**config.mk**
```make
export PLATFORM = sky130hd
export DESIGN_NAME = logic_slice_lut_carry_ram
export DESIGN_NICKNAME = d
export VERILOG_FILES = /design/src/hdl/logic_slice_lut_carry_ram.v /design/src/hdl/carry_pair.v /design/src/hdl/slice_ff_pair.v
export VERILOG_INCLUDE_DIRS = /design/src /design/src/hdl
export SDC_FILE = /design/constraint.sdc
export NUM_CORES = 1
export LEC_CHECK = 0
export BUFFER_PORTS_ARGS = -buffer_cell sky130_fd_sc_hd__buf_4
export CORE_MARGIN = 2
export CORE_UTILIZATION = 40
export CTS_CLUSTER_DIAMETER = 30
export DETAILED_ROUTE_END_ITERATION = 8
export PLACE_DENSITY = 0.64
export SLEW_MARGIN = 20
export SYNTH_ARGS = -nofsm -noshare
export SYNTH_HDL_FRONTEND = slang
export SYNTH_HIERARCHICAL = 1
export SYNTH_SLANG_ARGS = --single-unit
```
**constraint.sdc**
```tcl
create_clock -name i_mclk -period 6.7 [get_ports i_mclk]
set_clock_uncertainty 0.1 [all_clocks]
set_input_delay 0.335 -clock i_mclk [delete_from_list [all_inputs] [get_ports i_mclk]]
set_output_delay 0.335 -clock i_mclk [all_outputs]
set_load 0.1 [all_outputs]
```
**src/hdl/logic_slice_defines.vh**
```
`ifndef LOGIC_SLICE_DEFINES_VH
`define LOGIC_SLICE_DEFINES_VH

// operating modes of a slice group
`define MODE_LOGIC 2'h0
`define MODE_RIPPLE 2'h1
`define MODE_RAM 2'h2
`define MODE_ROM 2'h3

// ripple-mode functions
`define FN_ADD 3'h0
`define FN_SUB 3'h1
`define FN_ADDSUB 3'h2
`define FN_UP_COUNT 3'h3
`define FN_DOWN_COUNT 3'h4
`define FN_UPDN_CLEAR 3'h5
`define FN_UPDN_LOAD 3'h6

// structure
`define TABLE_BITS 16
`define TABLE_COUNT 6
`define RAM_TABLE_COUNT 4
`define SLICE_COUNT 3
`define SLICE_IN_BITS 8

// field positions inside one slice's 8 lookup inputs
`define IN_TABLE1_LSB 4
`define IN_CARRY_A 0
`define IN_CARRY_B 1
`define IN_LOAD_STROBE 2
`define IN_LOAD_DATA 3

// register reset value
`define REG_RESET 2'h0

`endif

```
**src/hdl/logic_slice_lut_carry_ram.v**
```verilog
`timescale 1ns/1ps
`include "logic_slice_defines.vh"
module logic_slice_lut_carry_ram (
	input wire i_mclk,
	input wire i_rst,
	input wire [1:0] i_mode,
	input wire [2:0] i_ripple_func,
	input wire i_addsub_ctrl,
	input wire [95:0] i_table_init,
	input wire [23:0] i_lut_in,
	input wire [5:0] i_multi_purpose_in,
	input wire [2:0] i_clk_en,
	input wire [2:0] i_local_set_reset,
	input wire [2:0] i_set_reset_level,
	input wire [1:0] i_wide_cascade_in,
	input wire i_carry_chain_in,
	output wire [2:0] o_table0_comb_out,
	output wire [2:0] o_table1_comb_out,
	output wire [2:0] o_reg0_out,
	output wire [2:0] o_reg1_out,
	output wire [2:0] o_five_input_mux_out,
	output wire [2:0] o_wide_mux_out,
	output wire o_carry_chain_out,
	output wire [2:0] o_cmp_ge,
	output wire [2:0] o_cmp_ne,
	output wire [2:0] o_cmp_le
);
	// table storage: tables 0..3 double as the four RAM bit planes
	reg [15:0] table_r [0:5];

	wire is_ripple;
	wire is_ram;
	wire is_counter;
	wire is_sub;
	wire count_down;
	wire preload_fn;
	wire clear_fn;

	wire ram_write_clock;
	wire ram_write_enable;
	wire [3:0] ram_write_address;
	wire [3:0] ram_write_data;

	wire [2:0] lut0_w;
	wire [2:0] lut1_w;
	wire [2:0] tab0_out_w;
	wire [2:0] tab1_out_w;
	wire [2:0] mux5_w;
	wire [2:0] wide_w;
	wire [5:0] sum_w;
	wire [5:0] q_w;
	wire [3:0] carry_w;

	integer k;

	assign is_ripple = (i_mode == `MODE_RIPPLE);
	assign is_ram = (i_mode == `MODE_RAM);

	assign is_counter = (i_ripple_func == `FN_UP_COUNT) ||
		(i_ripple_func == `FN_DOWN_COUNT) ||
		(i_ripple_func == `FN_UPDN_CLEAR) ||
		(i_ripple_func == `FN_UPDN_LOAD);
	// dynamic control high selects add, low selects subtract
	assign is_sub = (i_ripple_func == `FN_SUB) ||
		((i_ripple_func == `FN_ADDSUB) && !i_addsub_ctrl);
	assign count_down = (i_ripple_func == `FN_DOWN_COUNT) ||
		(((i_ripple_func == `FN_UPDN_CLEAR) || (i_ripple_func == `FN_UPDN_LOAD)) &&
		!i_addsub_ctrl);
	assign preload_fn = (i_ripple_func == `FN_UPDN_LOAD);
	assign clear_fn = (i_ripple_func == `FN_UPDN_CLEAR);

	// slice 2 is the memory controller when the group runs as RAM
	assign ram_write_clock = i_mclk;
	assign ram_write_enable = is_ram && i_local_set_reset[2];
	assign ram_write_address = i_lut_in[2*`SLICE_IN_BITS +: 4];
	assign ram_write_data = i_lut_in[2*`SLICE_IN_BITS + `IN_TABLE1_LSB +: 4];

	// tables are loaded from the init vector during reset, then only RAM writes change them
	always @(posedge ram_write_clock) begin
		if (i_rst) begin
			for (k = 0; k < `TABLE_COUNT; k = k + 1) begin
				table_r[k] <= i_table_init[k*`TABLE_BITS +: `TABLE_BITS];
			end
		end else if (ram_write_enable) begin
			// planes 0,1 sit in slice 0 and planes 2,3 in slice 1
			for (k = 0; k < `RAM_TABLE_COUNT; k = k + 1) begin
				table_r[k][ram_write_address] <= ram_write_data[k];
			end
		end
	end

	assign carry_w[0] = i_carry_chain_in;
	assign o_carry_chain_out = carry_w[3];

	genvar g;
	generate
		for (g = 0; g < `SLICE_COUNT; g = g + 1) begin : slice
			wire [3:0] in0;
			wire [3:0] in1;
			wire [1:0] op_a;
			wire [1:0] op_b;
			wire [1:0] raw_b;
			wire [1:0] reg_d;
			wire mux_sel0;
			wire mux_sel1;
			wire load_now;
			wire sr_eff;

			assign in0 = i_lut_in[g*`SLICE_IN_BITS +: 4];
			assign in1 = i_lut_in[g*`SLICE_IN_BITS + `IN_TABLE1_LSB +: 4];
			assign mux_sel0 = i_multi_purpose_in[2*g];
			assign mux_sel1 = i_multi_purpose_in[2*g+1];

			// asynchronous read of the addressed entry
			assign lut0_w[g] = table_r[2*g][in0];
			assign lut1_w[g] = table_r[2*g+1][in1];

			// outside the counters, operand A is table input A of each table, B is input B
			assign raw_b = {in1[`IN_CARRY_B], in0[`IN_CARRY_B]};
			assign op_a = is_counter ? q_w[2*g +: 2] : {in1[`IN_CARRY_A], in0[`IN_CARRY_A]};
			assign op_b = is_counter ? {2{count_down}} : (raw_b ^ {2{is_sub}});

			carry_pair u_carry (
				.i_a(op_a),
				.i_b(op_b),
				.i_cin(carry_w[g]),
				.o_sum(sum_w[2*g +: 2]),
				.o_cout(carry_w[g+1])
			);

			assign tab0_out_w[g] = is_ripple ? sum_w[2*g] : lut0_w[g];
			assign tab1_out_w[g] = is_ripple ? sum_w[2*g+1] : lut1_w[g];

			// fifth input picks between the two four-input halves
			assign mux5_w[g] = mux_sel0 ? lut1_w[g] : lut0_w[g];

			// preload takes the D inputs when the C input of table 0 strobes
			assign load_now = is_ripple && preload_fn && in0[`IN_LOAD_STROBE];
			assign reg_d = load_now ? {in1[`IN_LOAD_DATA], in0[`IN_LOAD_DATA]} :
				{tab1_out_w[g], tab0_out_w[g]};

			// in RAM mode slice 2's set/reset is the write enable, not a register control
			if (g == 2) begin : ctl
				assign sr_eff = i_local_set_reset[g] && !is_ram;
			end else begin : plain
				assign sr_eff = i_local_set_reset[g];
			end

			// the clear acts at the next clock edge; a true asynchronous path is not modelled
			slice_ff_pair u_regs (
				.i_mclk(i_mclk),
				.i_rst(i_rst),
				.i_clk_en(i_clk_en[g] || load_now),
				.i_set_reset(sr_eff),
				.i_sr_level(i_set_reset_level[g] && !(is_ripple && clear_fn)),
				.i_d(reg_d),
				.o_q(q_w[2*g +: 2])
			);

			// comparator on the two-bit operands of this slice
			assign o_cmp_ge[g] = ({in1[`IN_CARRY_A], in0[`IN_CARRY_A]} >= raw_b) && is_ripple;
			assign o_cmp_ne[g] = ({in1[`IN_CARRY_A], in0[`IN_CARRY_A]} != raw_b) && is_ripple;
			assign o_cmp_le[g] = ({in1[`IN_CARRY_A], in0[`IN_CARRY_A]} <= raw_b) && is_ripple;

			assign o_table0_comb_out[g] = tab0_out_w[g];
			assign o_table1_comb_out[g] = tab1_out_w[g];
			assign o_reg0_out[g] = q_w[2*g];
			assign o_reg1_out[g] = q_w[2*g+1];
			assign o_five_input_mux_out[g] = mux5_w[g];
		end
	endgenerate

	// wide functions: slice 1 forms six inputs, slice 2 seven, slice 0 eight.
	// seven and eight need a neighbouring group's wide outputs, so eight spans more
	// than four slices.
	assign wide_w[1] = i_multi_purpose_in[3] ? mux5_w[1] : mux5_w[0];
	assign wide_w[2] = i_multi_purpose_in[5] ? i_wide_cascade_in[0] : wide_w[1];
	assign wide_w[0] = i_multi_purpose_in[1] ? i_wide_cascade_in[1] : wide_w[2];
	assign o_wide_mux_out = wide_w;

	// the whole 16x4 memory, single or pseudo dual port, lives in these three slices:
	// read addresses are the table inputs of slices 0 and 1, the write port is slice 2
endmodule

```
**src/hdl/carry_pair.v**
```verilog
`timescale 1ns/1ps
// two-bit ripple cell built from generate and propagate terms
module carry_pair (
	input wire [1:0] i_a,
	input wire [1:0] i_b,
	input wire i_cin,
	output wire [1:0] o_sum,
	output wire o_cout
);
	wire [1:0] gen;
	wire [1:0] prop;
	wire mid_carry;

	assign gen = i_a & i_b;
	assign prop = i_a ^ i_b;
	assign mid_carry = gen[0] | (prop[0] & i_cin);
	assign o_cout = gen[1] | (prop[1] & mid_carry);
	assign o_sum = prop ^ {mid_carry, i_cin};
endmodule

```
**src/hdl/slice_ff_pair.v**
```verilog
`timescale 1ns/1ps
`include "logic_slice_defines.vh"
// the two output registers of one slice
module slice_ff_pair (
	input wire i_mclk,
	input wire i_rst,
	input wire i_clk_en,
	input wire i_set_reset,
	input wire i_sr_level,
	input wire [1:0] i_d,
	output reg [1:0] o_q
);
	// local set/reset overrides clock enable, so a disabled register can still be cleared
	always @(posedge i_mclk) begin
		if (i_rst) begin
			o_q <= `REG_RESET;
		end else if (i_set_reset) begin
			o_q <= {2{i_sr_level}};
		end else if (i_clk_en) begin
			o_q <= i_d;
		end
	end
endmodule

```
==> parameters.txt <==
Parameter                              Value

Worst setup path
  Crit path capture type ... primary output
  Setup crit start kind ... input pin
  CP Data Arrival Time ... 4.66 ns
  Type of the setup path with the least slack ... in2out
  Required time at the endpoint of the critical path ... 6.26 ns
  Max Fanout on Critical Path ... 16

Synth
  Most used flip-flop cell after synthesis ... sky130_fd_sc_hd__edfxtp_1
  Post-synthesis cell type count ... 35
  Largest cells by area after synthesis ... sky130_fd_sc_hd__edfxtp_1 (50%), sky130_fd_sc_hd__mux4_2 (9.7%), sky130_fd_sc_hd__a22o_1 (9.7%), sky130_fd_sc_hd__mux2_2 (3.5%), sky130_fd_sc_hd__mux2i_1 (3.4%)
  Warnings from Yosys ... 6
  Share of synthesized area occupied by flip-flops and latches ... 0.517
  Top-area cell type share of the netlist area ... 0.496
  EDFF count, synth ... 96
  Synthesized cell area ... ~5800 um2
  Count of mapped cells out of synthesis ... 443
  Yosys reg bits ... 102
  Yosys top cell by area ... sky130_fd_sc_hd__edfxtp_1
  Post-Synthesis Mean Instance Area ... approximately 13 um2
  Syn nets ... between 600 and 700
  Async set-or-reset flop fraction in the synthesized netlist ... 0

Global routing
  Wire length of the first global-routing pass ... 25,000 um
  Total overflow reported by the global router ... 0
  Maximum number of pins on one net before global-route repair ... 62
  Number of antenna violations at the first check in global routing ... 0
  Via count of the first global-routing pass ... 4,537
  GR Util All Layers ... 0.211

Clock tree
  Resize count post-CTS ... 0
  TritonCTS sink count ... 102
  Number of buffers created by CTS ... 9
  Clock Tree Buf Depth ... 2
  Number of levels in the clock H-tree ... 3
  CTS clk-pin slew, worst paths ... 0.07 ns
  Clk root buf ... sky130_fd_sc_hd__clkbuf_16
  CTS tree ... yes
  Number of buffers added for setup after CTS ... 0
  Worst-Skew Late Latency ... 0.34 ns
  Cts hold-fix bufs ... 0

Drt
  Detailed Routing Iterations Pass 1 ... 4
  Antenna-violating nets left ... 0
  Violation count after the first detailed-routing iteration ... 359
  Residual DRC ... 0
  Via count ... between 4,000 and 5,000
  Detailed Route WL ... around 16,000 um
  Vias per std cell ... 5.52
  Wire length per cell ... roughly 21 um

Pwr
  Pwr per Cell Area ... 244 nW/um2
  Standby leakage power ... 3.14 nW
  IR drop worst, VDD ... 0.124 mV

STA
  Final TNS setup ... 0 ns
  Final Hold Vio Count ... 0
  Time the final worst path needs with I/O delays and setup ... 5.10 ns
  Slew headroom ... 0.389
  Top achievable clock speed ... 196 MHz
  Period Utilization, post-route ... 0.761
  Setup repair after global routing missed its margin ... no
  Final slew viol count ... 0
  # setup viols final ... 0
  Post-route setup slack ... 1.60 ns
  Least-Margin Pin Slew ... 0.909 ns

Floorplan
  Overall die width ... roughly 120 um
  Number of placement rows ... 44
  Initial cell density of the core ... 0.404
  Top Ports ... 174
  DIE HEIGHT ... 125 um
  Placeable core region ... between 10,000 and 15,000 um2
  DIE AREA ... 15,500 um2

Outcome
  Outcome ... finished clean

Placed design
  Gpl congestion ... 0.841
  IO buf count ... 173
  Hpwl dp ... between 10,000 and 15,000 um
  Setup slack after placement ... 1.53 ns
  Dpl cell area ... 7230 um2

Cells and area
  Fillers ... 1,240
  Sequential cell area ... 3000 um2
  Utilization after layout ... 0.523
  Footprint of the multi-input gates ... 2520 um2
  Finished Cell Area ... 7510 um2
  Antenna diodes ... 0
  Nets@finish ... about 760
  Share of layout cells above drive strength 1 ... 0.418
  Area added between synthesis and finish ... 29.4%

Hold path
  Class of the tightest hold or removal check ... in2reg

Flow run
  Count of maximum capacitance violations ... 0
-- registers in the layout, indices dropped and copies added (netlist names) --
register          count
slice.u_regs/o_q      6
table_r              96
-- cells in the final DEF, fill, tap and decap left out, types with 7 or more instances in the layout --
cell type,netlist,layout
sky130_fd_sc_hd__buf_4,0,174
sky130_fd_sc_hd__edfxtp_1,96,96
sky130_fd_sc_hd__a22o_1,64,64
sky130_fd_sc_hd__inv_1,43,43
sky130_fd_sc_hd__mux4_2,25,25
sky130_fd_sc_hd__nor2_1,20,20
sky130_fd_sc_hd__mux2i_1,20,20
sky130_fd_sc_hd__mux2_2,18,18
sky130_fd_sc_hd__nand2_1,18,18
sky130_fd_sc_hd__or2_2,17,17
sky130_fd_sc_hd__a21oi_1,16,16
sky130_fd_sc_hd__o21ai_0,10,10
sky130_fd_sc_hd__ha_1,10,10
sky130_fd_sc_hd__clkbuf_16,0,9
sky130_fd_sc_hd__nor2b_1,7,7
-- per-layer routing --
metal  GRT usage  vias to the layer above  share of wire  routed length (um)
li1            -                     2021              -                   -
met1       0.279                     2144           0.43                7000
met2       0.365                      174           0.51                8230
met3      0.0339                       16          0.053                 862
met4      0.0509                        0          0.011                 185
met5           0                        -              0                   0
-- synth_stat cells (10+ instances only) --
master                     number
sky130_fd_sc_hd__mux2i_1       20
sky130_fd_sc_hd__clkbuf_1      21
sky130_fd_sc_hd__nand2_1       18
sky130_fd_sc_hd__a22o_1        64
sky130_fd_sc_hd__ha_1          10
sky130_fd_sc_hd__mux2_2        18
sky130_fd_sc_hd__mux4_2        25
sky130_fd_sc_hd__inv_1         43
sky130_fd_sc_hd__nor2_1        20
sky130_fd_sc_hd__or2_2         17
sky130_fd_sc_hd__edfxtp_1      96
sky130_fd_sc_hd__o21ai_0       10
sky130_fd_sc_hd__a21oi_1       16
-- worst paths after layout --
check / start / endpoint / slack, ns / depth (start not counted)
worst max register to register: slice[0].u_regs/o_q[0]$_SDFFE_PP0P_ / slice[2].u_regs/o_q[1]$_SDFFE_PP0P_ / 2.46 / 17
worst min-delay path: i_table_init[82] / table_r[0][82]$_DFFE_PP_ / 0.06 / 1
worst max-delay path: i_ripple_func[0] / o_table1_comb_out[2] / 1.60 / 18
worst min register to register: slice[0].u_regs/o_q[1]$_SDFFE_PP0P_ / slice[0].u_regs/o_q[1]$_SDFFE_PP0P_ / 0.50 / 2
-- report_power, final --
group          total [mW]  internal (mW)  leakage (nW)  switching [mW]
sequential          0.771          0.754         0.981          0.0165
clock               0.516          0.288         0.138           0.228
combinational       0.546          0.201          2.02           0.345
total                1.83           1.24          3.14           0.590
-- logic make-up (layout without fill, tap and decap cells) --
logic type,after synthesis,after routing,synth area share
XOR/XNOR,2,2,0.00302
AO/OA/AOI/OAI,107,107,0.142
AND/OR/NAND/NOR,77,77,0.0661
adder cells (fa/ha/maj),16,16,0.0422
flip-flops,102,102,0.517
multiplexers,67,67,0.181
buffers and inverters,72,234,0.0495
-- stage by stage --
stage                     total power [mW]  instances  hold WS [ns]
after detailed placement              1.33        775         0.414
after global placement                1.32        775         0.413
after CTS                             1.84        789        0.0537
after global routing                  1.90        789        0.0512
final                                 1.83        789        0.0638
after floorplan                       1.15        443         0.308
-- critical path: stages --
cell and delay, ns:
sky130_fd_sc_hd__buf_4 0.17, sky130_fd_sc_hd__nand2_1 0.10, sky130_fd_sc_hd__xnor2_1 0.56, sky130_fd_sc_hd__mux2_2 0.27
sky130_fd_sc_hd__inv_1 0.05, sky130_fd_sc_hd__fa_1 0.44, sky130_fd_sc_hd__fa_1 0.37, sky130_fd_sc_hd__inv_1 0.06
sky130_fd_sc_hd__inv_1 0.04, sky130_fd_sc_hd__fa_1 0.37, sky130_fd_sc_hd__fa_1 0.37, sky130_fd_sc_hd__inv_1 0.06
sky130_fd_sc_hd__inv_1 0.04, sky130_fd_sc_hd__fa_1 0.37, sky130_fd_sc_hd__fa_1 0.49, sky130_fd_sc_hd__inv_1 0.04
sky130_fd_sc_hd__mux2_4 0.27, sky130_fd_sc_hd__buf_4 0.24
-- final cells by class --
| class | count | area share |
|---|---|---|
| sequential | 102 | 0.400 |
| multi-input combinational | 269 | 0.335 |
| timing repair buffer | 174 | 0.174 |
| tap | 184 | 0.0306 |
| clock buffer | 9 | 0.0300 |
| inverter | 46 | 0.0230 |
| clock inverter | 5 | 0.00799 |
Power figures use the tool's default switching activity.
